File: src/include/rsp_pkg.sv
// Purpose: Shared constants for the regulator two-wire command port.
// Assumes: 200 MHz system clock; pins sampled as synchronous inputs.
// Notes: Command codes double as register offsets on the two-wire bus.
package rsp_pkg;
    // Target address, write and read forms; bit 0 carries the direction.
    localparam logic [7:0] ADDR_WR = 8'h80;
    localparam logic [7:0] ADDR_RD = 8'h81;
    localparam int DIR_BIT = 0;
    // Command codes.
    localparam logic [7:0] CMD_VOUT_RD = 8'h8B;
    localparam logic [7:0] CMD_IOUT_RD = 8'h8C;
    localparam logic [7:0] CMD_DROOP = 8'hD4;
    localparam logic [7:0] CMD_PRIO = 8'hD6;
    localparam logic [7:0] CMD_OV_SEL = 8'hD8;
    localparam logic [7:0] CMD_VCODE = 8'hDA;
    localparam logic [7:0] CMD_VOFFS = 8'hDB;
    // Values after reset, and the zero and idle data bytes.
    localparam logic [1:0] PRIO_RST = 2'h0;
    localparam logic OV_SEL_RST = 1'b0;
    localparam logic [7:0] VOFFS_RST = 8'h00;
    localparam logic [7:0] BYTE_ZERO = 8'h00;
    localparam logic [7:0] BYTE_IDLE = 8'hFF;
    // Priority encodings.
    localparam logic [1:0] PRIO_CPU = 2'h0;
    localparam logic [1:0] PRIO_HOST_OFFS = 2'h1;
    localparam logic [1:0] PRIO_OC_OFFS = 2'h2;
    localparam logic [1:0] PRIO_HOST_ALL = 2'h3;
    // Power-up write lockout.
    localparam int unsigned PWRUP_MS = 11;
    localparam int unsigned CLK_KHZ = 200000;
    localparam int unsigned PWRUP_CYC_DFLT = PWRUP_MS * CLK_KHZ;
    localparam int TMR_W = 22;
    // Packet error check polynomial, x^8 + x^2 + x + 1.
    localparam logic [7:0] PEC_POLY = 8'h07;
    localparam logic [7:0] PEC_INIT = 8'h00;
    // Bit counter value that marks a complete byte.
    localparam logic [3:0] BITS_PER_BYTE = 4'h8;
    // Protocol engine states.
    typedef enum logic [4:0] {
        ST_IDLE = 5'h01,
        ST_ADDR = 5'h02,
        ST_CMD = 5'h04,
        ST_WDATA = 5'h08,
        ST_RDATA = 5'h10
    } rsp_state_t;
endpackage : rsp_pkg

File: src/include/rsp_pec_if.sv
// Purpose: Carries bytes into the packet error check engine and its result back.
// Assumes: One clock domain.
// Notes: The engine updates one whole byte per feed pulse.
`timescale 1ns/1ps
interface rsp_pec_if;
    logic clr;
    logic feed;
    logic [7:0] data;
    logic [7:0] crc;
    modport calc (input clr, input feed, input data, output crc);
    modport user (output clr, output feed, output data, input crc);
endinterface : rsp_pec_if

File: src/design/rsp_cmd_port.sv
// Purpose: Two-wire target port holding regulator control settings and telemetry.
// Assumes: scl and sda inputs are synchronous to sys_clk and slow against it.
// Notes: Open-drain pins drive low only; the wire level comes from outside.
// Notes on behaviour
// [RULE1] Answer only addresses 80h write, 81h read.
// [RULE2] Address bit 0 chooses write or read.
// [RULE3] Packet error check supported; alert line provided.
// [RULE4] Host reads using repeated start, no stop.
// [RULE5] Writes accepted 11ms after reset, enable high.
// [RULE6] D4h bit 0 droop, strap default on enable.
// [RULE7] D8h bit 0 overvoltage select, resets zero.
// [RULE8] DAh voltage code, boot code strap default.
// [RULE9] Voltage code write carries one data byte.
// [RULE10] DBh signed offset in code steps, resets 00h.
// [RULE11] Priority 00h CPU sum; 01h host offset.
// [RULE12] Priority 02h: CPU state, offset only acknowledged.
// [RULE13] Priority 03h: host code plus host offset.
// [RULE14] CPU bus commands always acknowledged.
// [RULE15] CPU values used until host write succeeds.
// [RULE16] Host writes priority before code or offset.
// [RULE17] 8Bh returns output voltage, two bytes.
// [RULE18] 8Ch returns output current, two bytes.
// [RULE19] Bad check byte discards the write.
// [RULE20] Unused control bits ignored, read zero.
`timescale 1ns/1ps
module rsp_cmd_port #(
    parameter int unsigned PWRUP_CYC = rsp_pkg::PWRUP_CYC_DFLT
) (
    input wire logic sys_clk,
    input wire logic rst_b,
    input wire logic scl_in,
    input wire logic sda_in,
    output logic sda_out,
    output logic sda_oe,
    output logic alert_out,
    output logic alert_oe,
    input wire logic regulator_enable_input,
    input wire logic strap_droop_en,
    input wire logic [7:0] strap_boot_voltage,
    input wire logic [7:0] cpu_bus_voltage_code,
    input wire logic [7:0] cpu_bus_voltage_offset,
    input wire logic [7:0] output_current_code,
    input wire logic cpu_cmd_valid,
    output logic cpu_cmd_ack,
    output logic cpu_vid_apply_en,
    output logic cpu_ps_decay_apply_en,
    output logic cpu_offset_apply_en,
    output logic [7:0] dac_target,
    output logic droop_en,
    output logic ov_fixed_sel
);
    import rsp_pkg::*;

    rsp_state_t state_r;
    logic scl_d_r, sda_d_r, en_d_r;
    logic [3:0] bit_cnt_r;
    logic ack_slot_r, sda_oe_r, master_nack_r;
    logic [7:0] shift_r, cmd_r, data0_r, tx_r;
    logic [1:0] wcnt_r, tx_idx_r;
    logic pec_ok_r, pec_fault_r;
    logic [TMR_W-1:0] tmr_r;
    logic por_done_r;
    logic droop_r, ov_sel_r, code_valid_r, offs_valid_r;
    logic [1:0] prio_r;
    logic [7:0] vcode_r, voffs_r, dac_r, dac_nxt, tx_nxt, rd_lo;
    logic scl_rise, scl_fall, start_c, stop_c, byte_done, en_rise, write_ok, commit, pec_bad;
    logic two_byte, sel_code, sel_offs;
    logic [7:0] sv_sum;

    rsp_pec_if pec_bus ();

    rsp_pec u_pec (
        .sys_clk(sys_clk),
        .rst_b(rst_b),
        .pec(pec_bus)
    );

    // Bus conditions seen from the delayed copies of the pins.
    assign scl_rise = scl_in && !scl_d_r;
    assign scl_fall = !scl_in && scl_d_r;
    assign start_c = scl_in && scl_d_r && sda_d_r && !sda_in;
    assign stop_c = scl_in && scl_d_r && !sda_d_r && sda_in;
    assign byte_done = scl_fall && !ack_slot_r && (bit_cnt_r == BITS_PER_BYTE)
                       && (state_r != ST_IDLE);
    assign en_rise = regulator_enable_input && !en_d_r;
    assign write_ok = por_done_r && regulator_enable_input; // RULE5
    // One data byte commits plainly; a second byte is the check byte.
    assign commit = stop_c && (state_r == ST_WDATA) && write_ok
                    && ((wcnt_r == 2'd1) || ((wcnt_r == 2'd2) && pec_ok_r)); // RULE9 RULE19
    assign pec_bad = stop_c && (state_r == ST_WDATA) && (wcnt_r == 2'd2) && !pec_ok_r; // RULE3

    always_ff @(posedge sys_clk or negedge rst_b) begin
        if (!rst_b) begin
            scl_d_r <= 1'b1;
            sda_d_r <= 1'b1;
            en_d_r <= 1'b0;
        end else begin
            scl_d_r <= scl_in;
            sda_d_r <= sda_in;
            en_d_r <= regulator_enable_input;
        end
    end

    // Write lockout timer runs once from reset release.
    always_ff @(posedge sys_clk or negedge rst_b) begin
        if (!rst_b) begin
            tmr_r <= '0;
            por_done_r <= 1'b0;
        end else if (!por_done_r) begin
            tmr_r <= tmr_r + 1'b1;
            por_done_r <= (tmr_r == TMR_W'(PWRUP_CYC - 1)); // RULE5
        end
    end

    // Every byte on the wire, sent or received, feeds the check value.
    // A repeated start keeps the value so a read covers both halves.
    assign pec_bus.clr = start_c && (state_r == ST_IDLE); // RULE4
    assign pec_bus.feed = byte_done;
    assign pec_bus.data = shift_r;

    // Read data: lone bytes and the two-byte telemetry words.
    assign two_byte = (cmd_r == CMD_VOUT_RD) || (cmd_r == CMD_IOUT_RD);
    always_comb begin
        unique case (cmd_r)
            CMD_VOUT_RD: rd_lo = dac_r; // RULE17
            CMD_IOUT_RD: rd_lo = output_current_code; // RULE18
            CMD_DROOP: rd_lo = {7'h00, droop_r}; // RULE20
            CMD_PRIO: rd_lo = {6'h00, prio_r};
            CMD_OV_SEL: rd_lo = {7'h00, ov_sel_r};
            CMD_VCODE: rd_lo = vcode_r;
            CMD_VOFFS: rd_lo = voffs_r;
            default: rd_lo = BYTE_ZERO;
        endcase
        unique case (tx_idx_r)
            2'd0: tx_nxt = rd_lo;
            2'd1: tx_nxt = two_byte ? BYTE_ZERO : pec_bus.crc; // RULE3
            2'd2: tx_nxt = two_byte ? pec_bus.crc : BYTE_IDLE;
            default: tx_nxt = BYTE_IDLE;
        endcase
    end

    // Protocol engine: bits in on rising scl, drive changes on falling scl.
    always_ff @(posedge sys_clk or negedge rst_b) begin
        if (!rst_b) begin
            state_r <= ST_IDLE;
            bit_cnt_r <= 4'h0;
            ack_slot_r <= 1'b0;
            sda_oe_r <= 1'b0;
            master_nack_r <= 1'b0;
            shift_r <= BYTE_ZERO;
            cmd_r <= BYTE_ZERO;
            data0_r <= BYTE_ZERO;
            tx_r <= BYTE_ZERO;
            wcnt_r <= 2'd0;
            tx_idx_r <= 2'd0;
            pec_ok_r <= 1'b0;
        end else if (start_c) begin
            state_r <= ST_ADDR;
            bit_cnt_r <= 4'h0;
            ack_slot_r <= 1'b0;
            sda_oe_r <= 1'b0;
        end else if (stop_c) begin
            state_r <= ST_IDLE;
            sda_oe_r <= 1'b0;
        end else if (state_r != ST_IDLE) begin
            if (scl_rise && !ack_slot_r) begin
                shift_r <= {shift_r[6:0], sda_in};
                bit_cnt_r <= bit_cnt_r + 4'h1;
            end else if (scl_rise) begin
                master_nack_r <= sda_in;
            end else if (byte_done) begin
                ack_slot_r <= 1'b1;
                sda_oe_r <= 1'b1;
                unique case (state_r)
                    ST_ADDR: begin
                        if (shift_r[7:1] != ADDR_WR[7:1]) begin
                            state_r <= ST_IDLE; // RULE1
                            sda_oe_r <= 1'b0;
                        end else if (shift_r[DIR_BIT]) begin
                            state_r <= ST_RDATA; // RULE2
                            tx_idx_r <= 2'd0;
                        end else begin
                            state_r <= ST_CMD;
                        end
                    end
                    ST_CMD: begin
                        cmd_r <= shift_r;
                        state_r <= ST_WDATA;
                        wcnt_r <= 2'd0;
                    end
                    ST_WDATA: begin
                        if (wcnt_r == 2'd0) begin
                            data0_r <= shift_r;
                        end
                        if (wcnt_r == 2'd1) begin
                            pec_ok_r <= (shift_r == pec_bus.crc); // RULE19
                        end
                        if (wcnt_r != 2'd3) begin
                            wcnt_r <= wcnt_r + 2'd1;
                        end
                    end
                    ST_RDATA: begin
                        sda_oe_r <= 1'b0;
                        tx_idx_r <= (tx_idx_r == 2'd3) ? tx_idx_r : tx_idx_r + 2'd1;
                    end
                    default: state_r <= ST_IDLE;
                endcase
            end else if (scl_fall && ack_slot_r) begin
                ack_slot_r <= 1'b0;
                bit_cnt_r <= 4'h0;
                if (state_r == ST_RDATA && master_nack_r) begin
                    state_r <= ST_IDLE;
                    sda_oe_r <= 1'b0;
                end else if (state_r == ST_RDATA) begin
                    tx_r <= tx_nxt;
                    sda_oe_r <= !tx_nxt[7];
                end else begin
                    sda_oe_r <= 1'b0;
                end
            end else if (scl_fall && state_r == ST_RDATA) begin
                sda_oe_r <= !tx_r[3'(4'd7 - bit_cnt_r)];
            end
        end
    end

    // Control settings; the enable edge reloads the strap defaults.
    // Writes are stored even when priority keeps them out of the target.
    always_ff @(posedge sys_clk or negedge rst_b) begin
        if (!rst_b) begin
            droop_r <= 1'b0;
            prio_r <= PRIO_RST;
            ov_sel_r <= OV_SEL_RST; // RULE7
            vcode_r <= BYTE_ZERO;
            voffs_r <= VOFFS_RST; // RULE10
            code_valid_r <= 1'b0;
            offs_valid_r <= 1'b0;
        end else if (en_rise) begin
            droop_r <= strap_droop_en; // RULE6
            vcode_r <= strap_boot_voltage; // RULE8
            code_valid_r <= 1'b0; // RULE15
            offs_valid_r <= 1'b0;
        end else if (commit) begin
            unique case (cmd_r)
                CMD_DROOP: droop_r <= data0_r[0]; // RULE20
                CMD_PRIO: prio_r <= data0_r[1:0];
                CMD_OV_SEL: ov_sel_r <= data0_r[0];
                CMD_VCODE: begin
                    vcode_r <= data0_r;
                    code_valid_r <= 1'b1;
                end
                CMD_VOFFS: begin
                    voffs_r <= data0_r;
                    offs_valid_r <= 1'b1;
                end
                default: droop_r <= droop_r;
            endcase
        end
    end

    // Alert stays low from a failed check until a write commits.
    always_ff @(posedge sys_clk or negedge rst_b) begin
        if (!rst_b) begin
            pec_fault_r <= 1'b0;
        end else if (pec_bad) begin
            pec_fault_r <= 1'b1; // RULE3
        end else if (commit) begin
            pec_fault_r <= 1'b0;
        end
    end

    // Final target; signed offset wraps in eight bits like the code table.
    assign sv_sum = cpu_bus_voltage_code + cpu_bus_voltage_offset;
    assign sel_offs = (prio_r != PRIO_CPU) && offs_valid_r; // RULE11 RULE12 RULE15
    assign sel_code = (prio_r == PRIO_HOST_ALL) && code_valid_r; // RULE13
    always_comb begin
        dac_nxt = (sel_code ? vcode_r : cpu_bus_voltage_code)
                  + (sel_offs ? voffs_r : cpu_bus_voltage_offset);
    end

    always_ff @(posedge sys_clk or negedge rst_b) begin
        if (!rst_b) begin
            dac_r <= BYTE_ZERO;
        end else begin
            dac_r <= dac_nxt;
        end
    end

    // Gates toward the CPU bus logic; acknowledgement never depends on them.
    assign cpu_cmd_ack = cpu_cmd_valid; // RULE14
    assign cpu_vid_apply_en = (prio_r != PRIO_HOST_ALL); // RULE13
    assign cpu_ps_decay_apply_en = (prio_r == PRIO_CPU) || (prio_r == PRIO_HOST_OFFS); // RULE12
    assign cpu_offset_apply_en = cpu_ps_decay_apply_en;
    assign sda_out = 1'b0;
    assign sda_oe = sda_oe_r;
    assign alert_out = 1'b0;
    assign alert_oe = pec_fault_r;
    assign dac_target = dac_r;
    assign droop_en = droop_r;
    assign ov_fixed_sel = ov_sel_r;
endmodule : rsp_cmd_port

File: src/design/rsp_pec.sv
// Purpose: Running CRC-8 over every byte of a two-wire transaction.
// Assumes: clr and feed never arrive in the same cycle.
// Notes: Whole byte folded in one cycle to keep up with any bus rate.
`timescale 1ns/1ps
module rsp_pec (
    input wire logic sys_clk,
    input wire logic rst_b,
    rsp_pec_if.calc pec
);
    import rsp_pkg::*;

    logic [7:0] crc_r;

    // Folds one byte into the running value, most significant bit first.
    function automatic logic [7:0] crc_byte(input logic [7:0] c, input logic [7:0] d);
        logic [7:0] v;
        v = c ^ d;
        for (int i = 0; i < 8; i++) begin
            v = v[7] ? ({v[6:0], 1'b0} ^ PEC_POLY) : {v[6:0], 1'b0};
        end
        return v;
    endfunction : crc_byte

    // The running value restarts at each new transaction.
    always_ff @(posedge sys_clk or negedge rst_b) begin
        if (!rst_b) begin
            crc_r <= PEC_INIT;
        end else if (pec.clr) begin
            crc_r <= PEC_INIT;
        end else if (pec.feed) begin
            crc_r <= crc_byte(crc_r, pec.data);
        end
    end

    assign pec.crc = crc_r;
endmodule : rsp_pec

File: config.mk
export PLATFORM = sky130hd
export DESIGN_NAME = rsp_cmd_port
export DESIGN_NICKNAME = d
export VERILOG_FILES = /design/src/include/rsp_pkg.sv /design/src/include/rsp_pec_if.sv /design/src/design/rsp_cmd_port.sv /design/src/design/rsp_pec.sv
export SDC_FILE = /design/constraint.sdc
export NUM_CORES = 1
export LEC_CHECK = 0
export BUFFER_PORTS_ARGS = -buffer_cell sky130_fd_sc_hd__buf_2
export CAP_MARGIN = 15
export CORE_MARGIN = 10
export CORE_UTILIZATION = 56
export DETAILED_ROUTE_END_ITERATION = 8
export GPL_ROUTABILITY_DRIVEN = 1
export GPL_TIMING_DRIVEN = 1
export MAX_ROUTING_LAYER = met4
export PLACE_DENSITY = 0.83
export SYNTH_ARGS = -nofsm -noshare
export SYNTH_HDL_FRONTEND = slang
export SYNTH_HIERARCHICAL = 1
export SYNTH_SLANG_ARGS = --single-unit
File: constraint.sdc
create_clock -name sys_clk -period 4.6 [get_ports sys_clk]
set_clock_uncertainty 0.1 [all_clocks]
set_input_delay 0.46 -clock sys_clk [delete_from_list [all_inputs] [get_ports sys_clk]]
set_output_delay 0.46 -clock sys_clk [all_outputs]
set_load 0.1 [all_outputs]
==> results of run 1 <==
## worst max-delay path, cell delays in order, from the launching register on
cell and delay (ns):
sky130_fd_sc_hd__dfrtp_1 0.44, sky130_fd_sc_hd__o21ai_1 0.70, sky130_fd_sc_hd__mux2_2 0.42, sky130_fd_sc_hd__ha_1 0.22, sky130_fd_sc_hd__fa_1 0.41, sky130_fd_sc_hd__a21o_1 0.20
sky130_fd_sc_hd__a21oi_1 0.22, sky130_fd_sc_hd__o21bai_1 0.09, sky130_fd_sc_hd__a21oi_1 0.18, sky130_fd_sc_hd__xnor2_1 0.13
## repair_timing
action | in CTS | in global routing
hold endpoints to repair | 0 | 37
setup buffers | 0 | 0
hold buffers | 0 | 1
## worst min-delay path by stage
stage                   end  depth (start not counted)  slack, ns
6_report            sda_d_r                          1       0.11
5_1_grt             sda_d_r                          1       0.10
4_1_cts             sda_d_r                          1       0.09
3_5_place_dp      tmr_r[21]                          1       0.36
3_3_place_gp   offs_valid_r                          2       0.35
2_1_floorplan    ack_slot_r                          0       0.06
## layer usage
layer  up-vias  share of wire  GRT usage
li1       2249              -          -
met1      2381           0.43      0.254
met2       180           0.49      0.324
met3        30          0.057     0.0554
met4         0          0.019     0.0697
met5         -              0          -
## synthesized netlist by cell type (3+ instances only)
cell,n,area [um2]
sky130_fd_sc_hd__a21o_1,5,37.5
sky130_fd_sc_hd__buf_4,5,37.5
sky130_fd_sc_hd__nand2b_1,5,31.3
sky130_fd_sc_hd__or3_1,3,18.8
sky130_fd_sc_hd__nor3_1,7,35.0
sky130_fd_sc_hd__o21bai_1,3,22.5
sky130_fd_sc_hd__nor2_1,40,150
sky130_fd_sc_hd__o211ai_1,3,22.5
sky130_fd_sc_hd__o22a_1,5,43.8
sky130_fd_sc_hd__inv_1,20,75.1
sky130_fd_sc_hd__a2bb2oi_1,5,43.8
sky130_fd_sc_hd__o21ai_1,9,45.0
sky130_fd_sc_hd__clkbuf_1,8,30.0
sky130_fd_sc_hd__xor2_1,23,201
sky130_fd_sc_hd__and3_1,4,25.0
sky130_fd_sc_hd__or2_2,3,18.8
sky130_fd_sc_hd__a31oi_1,5,31.3
sky130_fd_sc_hd__and2_1,3,18.8
sky130_fd_sc_hd__xnor2_1,24,210
sky130_fd_sc_hd__o21ai_0,16,80.1
sky130_fd_sc_hd__nand3_1,20,100
sky130_fd_sc_hd__nor4_1,9,56.3
sky130_fd_sc_hd__nand4_1,7,43.8
sky130_fd_sc_hd__mux2i_1,19,190
sky130_fd_sc_hd__a21oi_1,24,120
sky130_fd_sc_hd__ha_1,18,225
sky130_fd_sc_hd__mux2_2,54,608
sky130_fd_sc_hd__dfstp_2,3,78.8
sky130_fd_sc_hd__dfrtp_1,111,2780
sky130_fd_sc_hd__xnor3_1,4,90.1
sky130_fd_sc_hd__a211oi_1,5,37.5
sky130_fd_sc_hd__nand2_1,49,184
sky130_fd_sc_hd__a22oi_1,9,67.6
sky130_fd_sc_hd__nor2b_1,10,62.6
sky130_fd_sc_hd__a22o_1,4,35.0
sky130_fd_sc_hd__nand4b_1,4,35.0
## cell families after synthesis
kind of cell,Yosys count,synth area share
flip-flops,114,0.449
AO/OA/AOI/OAI,105,0.109
buffers and inverters,37,0.0268
AND/OR/NAND/NOR,182,0.150
XOR/XNOR,55,0.0915
other,1,0.000590
multiplexers,76,0.134
adder cells (fa/ha/maj),19,0.0386
## power groups by stage
stage | clock network, mW | registers [mW] | logic (mW)
3_3_place_gp | 0 | 1.35 | 0.965
2_1_floorplan | 0 | 1.42 | 0.705
5_1_grt | 1.37 | 1.37 | 1.09
6_report | 1.32 | 1.35 | 1.01
3_5_place_dp | 0 | 1.36 | 1.00
4_1_cts | 1.33 | 1.34 | 1.01
## stage by stage
step	setup slack, ns	area [um2]	hold WS (ns)
floorplan	1.77	6360	0.0644
global placement	1.61	6720	0.351
detailed placement	1.52	6720	0.363
CTS	1.44	7310	0.0949
global route	1.22	7350	0.102
finish	1.41	7350	0.108
## layout make-up
type	instances	share of cell area
Tap cell	140	0.0238
Clock buffer	20	0.0621
Timing Repair Buffer	57	0.0439
Inverter	20	0.0102
Sequential cell	114	0.388
Multi-Input combinational cell	439	0.454
Clock inverter	12	0.0179
## state kept, by name, summed over array words and instances, names as in the netlist, 2 cells and up
signal         flops
tmr_r             22
cmd_r              8
dac_target         8
data0_r            8
pec_bus.data       8
tx_r               8
u_pec/pec.crc      8
vcode_r            8
voffs_r            8
state_r            5
bit_cnt_r          4
prio_r             2
tx_idx_r           2
wcnt_r             2
==> metrics.cfg, run 1 <==
[status]
outcome = complete, no violations

[layout]
final-seq-area_um2 = 2860
design.final.nets = 707
syn2layout_area_growth_pct = 15.6
final_cell_mix = sky130_fd_sc_hd__dfrtp_1 (111), sky130_fd_sc_hd__mux2_2 (54), sky130_fd_sc_hd__buf_2 (51)
finalNonFillerCells = 802
area_used_by_multi_input_combinational_logic_um2 = 3340
antenna-diode-count = 0
final_common_cell = sky130_fd_sc_hd__dfrtp_1
final.fill_count = 788
final_layout_size_suffix_gt1_frac = 0.240
layout.core_utilization = 0.670

[synthesis]
postSynth.topFlopCell = sky130_fd_sc_hd__dfrtp_1
synth.cell_area_um2 = 6360
synth.distinct_cells = 69
synth.avg_cell_area_um2 = 10.8
sequential_area_share_after_synthesis = 0.449
synth_async_sr_flop_share = 1.00
syn-instance-count = 589
synth-edff-count = 0
register_bit_count_reported_by_yosys = 114
synthesis.yosys.warnings = 6

[route]
route.detailed.vias_per_inst = 6.03
drt_iter0_drcs = 449
avgRoutedWirePerCell_um = 19.7
antenna_left = 0
remaining_drc_errors = 0
drt-total-wl_um = 15800
first_pass_iters = 5
vias = 4840

[grt]
number_of_antenna_violations_at_the_first_check_in_global_routing = 0
grt_first_pass_wirelength_um = 26400
grt_start_max_net_pins = 86
first_global_vias = 5053
global_route.overflow_total = 0
globalRouteTotalUtil = 0.207

[power]
p_int_mw = 2.45
total_power_mw = 3.67
comb_power_share = 0.276
pleak_nw = 3.39
seq_power_share = 0.366
clock_power_share = 0.358
p_sw_frac = 0.333
power_per_cell_area_nw_per_um2 = 500
switchingPower_mw = 1.23
peakVddDrop_mv = 0.302

[floorplan]
io-pin-count = 57
die_height_um = 127
effective_utilization_at_floorplan = 0.579
fp.dieW_um = 127
core_area_um2 = 11000
placement_rows = 38
die_area_um2 = 16000

[clocking]
clock_sink_count = 114
cts-buffers-inserted = 17
clk-insertion-delay-late_ns = 0.42
cts.repair.resized = 0
cts_root_buf = sky130_fd_sc_hd__clkbuf_16
max-clock-path-buffers = 2
cts.reportedPaths.clkPinSlew_ns = 0.06
cts_tree = yes
htree_levels = 4

[placed_design]
placed_cells = 767
routabilityCongestion = 0.852
io_buffer_count = 52
place_hpwl_um = 11100

[setup_path]
worst-setup-path-type = reg -> reg
reg2reg_to = dac_target[6]
regToRegSetupSlack_ns = 1.41
end_kind = register
critPathMaxFanout = 8
worst_ep_arrival_time_ns = 3.43
critical_path_required_ns = 4.84
critPathLaunchType = register
r2r-start = prio_r[1]
startpoint = prio_r[1]
ff2ff_path_depth = 9
worstSetupEndpoint = dac_target[6]

[timing]
rsz0062_at_grt = false
maxSlewViolCount = 0
hold_violations = 0
maxClockFrequency_mhz = 314
setup_total_negative_slack_ns = 0
setup_violations = 0
slew-limit-headroom = 0.427
max_slew.worst_pin.slew_ns = 0.854
finalCriticalPeriod_ns = 3.19
period_share = 0.693

[run]
max_cap_violations = 0

[min_path]
timing.hold.worst.class = in -> reg
worst_hold_startpoint = sda_in

Power figures use the tool's default switching activity.
==> run 2, diff against run 1 <==
--- a/config.mk
+++ b/config.mk
@@ -8,7 +8,7 @@
 export BUFFER_PORTS_ARGS = -buffer_cell sky130_fd_sc_hd__buf_2
 export CAP_MARGIN = 15
 export CORE_MARGIN = 10
-export CORE_UTILIZATION = 56
+export CORE_UTILIZATION = 54
 export DETAILED_ROUTE_END_ITERATION = 8
 export GPL_ROUTABILITY_DRIVEN = 1
 export GPL_TIMING_DRIVEN = 1
==> constraint.sdc (replaced) <==
create_clock -name sys_clk -period 2.9 [get_ports sys_clk]
set_clock_uncertainty 0.1 [all_clocks]
set_input_delay 0.29 -clock sys_clk [delete_from_list [all_inputs] [get_ports sys_clk]]
set_output_delay 0.29 -clock sys_clk [all_outputs]
set_load 0.1 [all_outputs]
==> metrics.cfg, run 2 (synthesized netlist as in run 1, its figures left out) <==
[status]
outcome = complete, no violations  ; unchanged

[min_path]
worst_hold_startpoint = strap_boot_voltage[4]  ; was sda_in
min_path_cells = 3  ; was 1
timing.hold.worst.class = in -> reg  ; unchanged
min_delay_worst_endpoint = vcode_r[4]  ; was sda_d_r

[floorplan]
io-pin-count = 57  ; unchanged
die_area_um2 = 16500  ; was 16,000 um2
effective_utilization_at_floorplan = 0.555  ; was 0.579
placement_rows = 39  ; was 38
die_height_um = 129  ; was 127 um
core_area_um2 = 11500  ; was 11,000 um2
fp.dieW_um = 129  ; was 127 um

[grt]
grt_first_pass_wirelength_um = 26000  ; was 26,400 um
global_route.overflow_total = 0  ; unchanged
first_global_vias = 5154  ; was 5,053
globalRouteTotalUtil = 0.202  ; was 0.207
grt_start_max_net_pins = 50  ; was 86
number_of_antenna_violations_at_the_first_check_in_global_routing = 0  ; unchanged

[clocking]
clock_sink_count = 114  ; unchanged
htree_levels = 4  ; unchanged
cts.repair.resized = 0  ; unchanged
max-clock-path-buffers = 2  ; unchanged
cts_tree = yes  ; unchanged
cts_setup_buffers = 0  ; unchanged
hold_buffers = 8  ; was 0
clk-insertion-delay-late_ns = 0.42  ; about the same
cts-buffers-inserted = 17  ; unchanged
cts.reportedPaths.clkPinSlew_ns = 0.05  ; was 0.06 ns
cts_root_buf = sky130_fd_sc_hd__clkbuf_16  ; unchanged

[route]
remaining_drc_errors = 0  ; unchanged
drt_iter0_drcs = 411  ; was 449
first_pass_iters = 5  ; unchanged
drt-total-wl_um = 15800  ; about the same
route.detailed.vias_per_inst = 6.02  ; was 6.03
avgRoutedWirePerCell_um = 19.2  ; was 19.7 um
vias = 4948  ; was 4,840
antenna_left = 0  ; unchanged

[setup_path]
worst-setup-path-type = reg -> reg  ; unchanged
ff2ff_path_depth = 9  ; unchanged
path_delay_family = compound AO/OA/AOI/OAI gates  ; unchanged
critPathLaunchType = register  ; unchanged
worst_ep_arrival_time_ns = 2.92  ; was 3.43 ns
r2r-start = prio_r[1]  ; unchanged
reg2reg_to = dac_target[7]  ; was dac_target[6]
crit_chain = o21ai_1 > buf_4 > mux2_2 > ha_1 > a21o_1 > a21oi_1 > o21ai_0 > o41ai_1 > xnor2_1  ; was o21ai_1 > mux2_2 > ha_1 > fa_1 > a21o_1 > a21oi_1 > o21bai_1 > a21oi_1 > xnor2_1
max_stage_delay_ns = 0.45  ; was 0.70 ns
critPathMaxFanout = 7  ; was 8
critical_path_required_ns = 3.09  ; was 4.84 ns
cp_num_buf_inv = 1  ; was 0
regToRegSetupSlack_ns = 0.17  ; was 1.41 ns
worst_path_max_delay_cell = sky130_fd_sc_hd__dfrtp_1  ; was sky130_fd_sc_hd__o21ai_1
end_kind = register  ; unchanged

[timing]
maxSlewViolCount = 0  ; unchanged
setup_total_negative_slack_ns = 0  ; unchanged
setup_violations = 0  ; unchanged
hold_violations = 0  ; unchanged
max_slew.worst_pin.slew_ns = 0.629  ; was 0.854 ns
slew-limit-headroom = 0.579  ; was 0.427
finalCriticalPeriod_ns = 2.73  ; was 3.19 ns
maxClockFrequency_mhz = 367  ; was 314 MHz
timing.final.ws_setup_ns = 0.172  ; was 1.41 ns
rsz0062_at_grt = false  ; unchanged
period_share = 0.941  ; was 0.693

[layout]
antenna-diode-count = 0  ; unchanged
syn2layout_area_growth_pct = 17.9  ; was 15.6%
layout.core_utilization = 0.654  ; was 0.670
final_common_cell = sky130_fd_sc_hd__dfrtp_1  ; unchanged
final_layout_size_suffix_gt1_frac = 0.247  ; was 0.240
final_cell_mix = sky130_fd_sc_hd__dfrtp_1 (111), sky130_fd_sc_hd__mux2_2 (54), sky130_fd_sc_hd__buf_2 (51)  ; unchanged
largest-register = tmr_r  ; unchanged
design.final.nets = 727  ; was 707
largest_register_ffs = 22  ; unchanged
finalNonFillerCells = 822  ; was 802
final.fill_count = 818  ; was 788

[power]
total_power_mw = 5.78  ; was 3.67 mW
comb_power_share = 0.289  ; was 0.276
pleak_nw = 3.48  ; was 3.39 nW
peakVddDrop_mv = 0.578  ; was 0.302 mV
p_int_mw = 3.93  ; was 2.45 mW
switchingPower_mw = 1.84  ; was 1.23 mW
clock_power_share = 0.348  ; was 0.358
p_sw_frac = 0.319  ; was 0.333
seq_power_share = 0.363  ; was 0.366
power_per_cell_area_nw_per_um2 = 771  ; was 500 nW/um2

[run]
max_cap_violations = 0  ; unchanged

[placed_design]
io_buffer_count = 52  ; unchanged
routabilityCongestion = 0.921  ; was 0.852
placed_cells = 785  ; was 767
place_hpwl_um = 11400  ; was 11,100 um
detailedPlace.worstSlack_ns = 0.205  ; was 1.52 ns

## run 2: worst register-to-register path, delay by kind of cell (launching register included)
family | cells | cell delay, ns
buffers and inverters | 1 | 0.20
AOI/OAI and AO/OA | 5 | 1.09
xor gates and xnor gates | 1 | 0.12
adders and majority gates | 1 | 0.27
muxes | 1 | 0.37
DFF | 1 | 0.45
## run 2: worst max path at each step
stage,cells past startpoint,slack (ns),endpoint,from
2_1_floorplan,10,0.07,dac_target[6],prio_r[1]
3_3_place_gp,9,0.28,dac_target[7],prio_r[1]
3_5_place_dp,9,0.20,dac_target[7],prio_r[1]
4_1_cts,9,0.19,dac_target[7],prio_r[1]
5_1_grt,9,0.0001,dac_target[7],prio_r[1]
6_report,9,0.17,dac_target[7],prio_r[1]
## run 2: final cells by class
class	instances	area (um2)	area share
clock inverters	6	80.1	0.0107
clock buffers	23	488	0.0651
flip-flops and latches	114	2860	0.381
repair buffers	77	483	0.0644
well taps	143	179	0.0239
multi-input cells	439	3340	0.445
inverters	20	75.1	0.0100
## run 2: power groups by stage
| stage | clock network [mW] | registers (mW) | logic [mW] |
|---|---|---|---|
| 6_report | 2.01 | 2.10 | 1.67 |
| 5_1_grt | 2.11 | 2.13 | 1.80 |
| 4_1_cts | 2.03 | 2.09 | 1.68 |
| 3_5_place_dp | 0 | 2.12 | 1.65 |
| 3_3_place_gp | 0 | 2.10 | 1.59 |
| 2_1_floorplan | 0 | 2.26 | 1.12 |
## run 2: metal layers
metal / vias up / part of all wire / global-route usage
met5: - / 0 / -
met1: 2453 / 0.44 / 0.249
met4: 0 / 0.019 / 0.0727
met2: 169 / 0.49 / 0.319
met3: 32 / 0.050 / 0.0489
li1: 2294 / - / -
## run 2: per-stage QoR
step | area [um2] | hold slack [ns]
final | 7500 | 0.0163
after global routing | 7500 | 0.0249
after CTS | 7500 | 0.00334
after detailed placement | 6850 | 0.230
after global placement | 6850 | 0.227
after floorplan | 6360 | -0.106
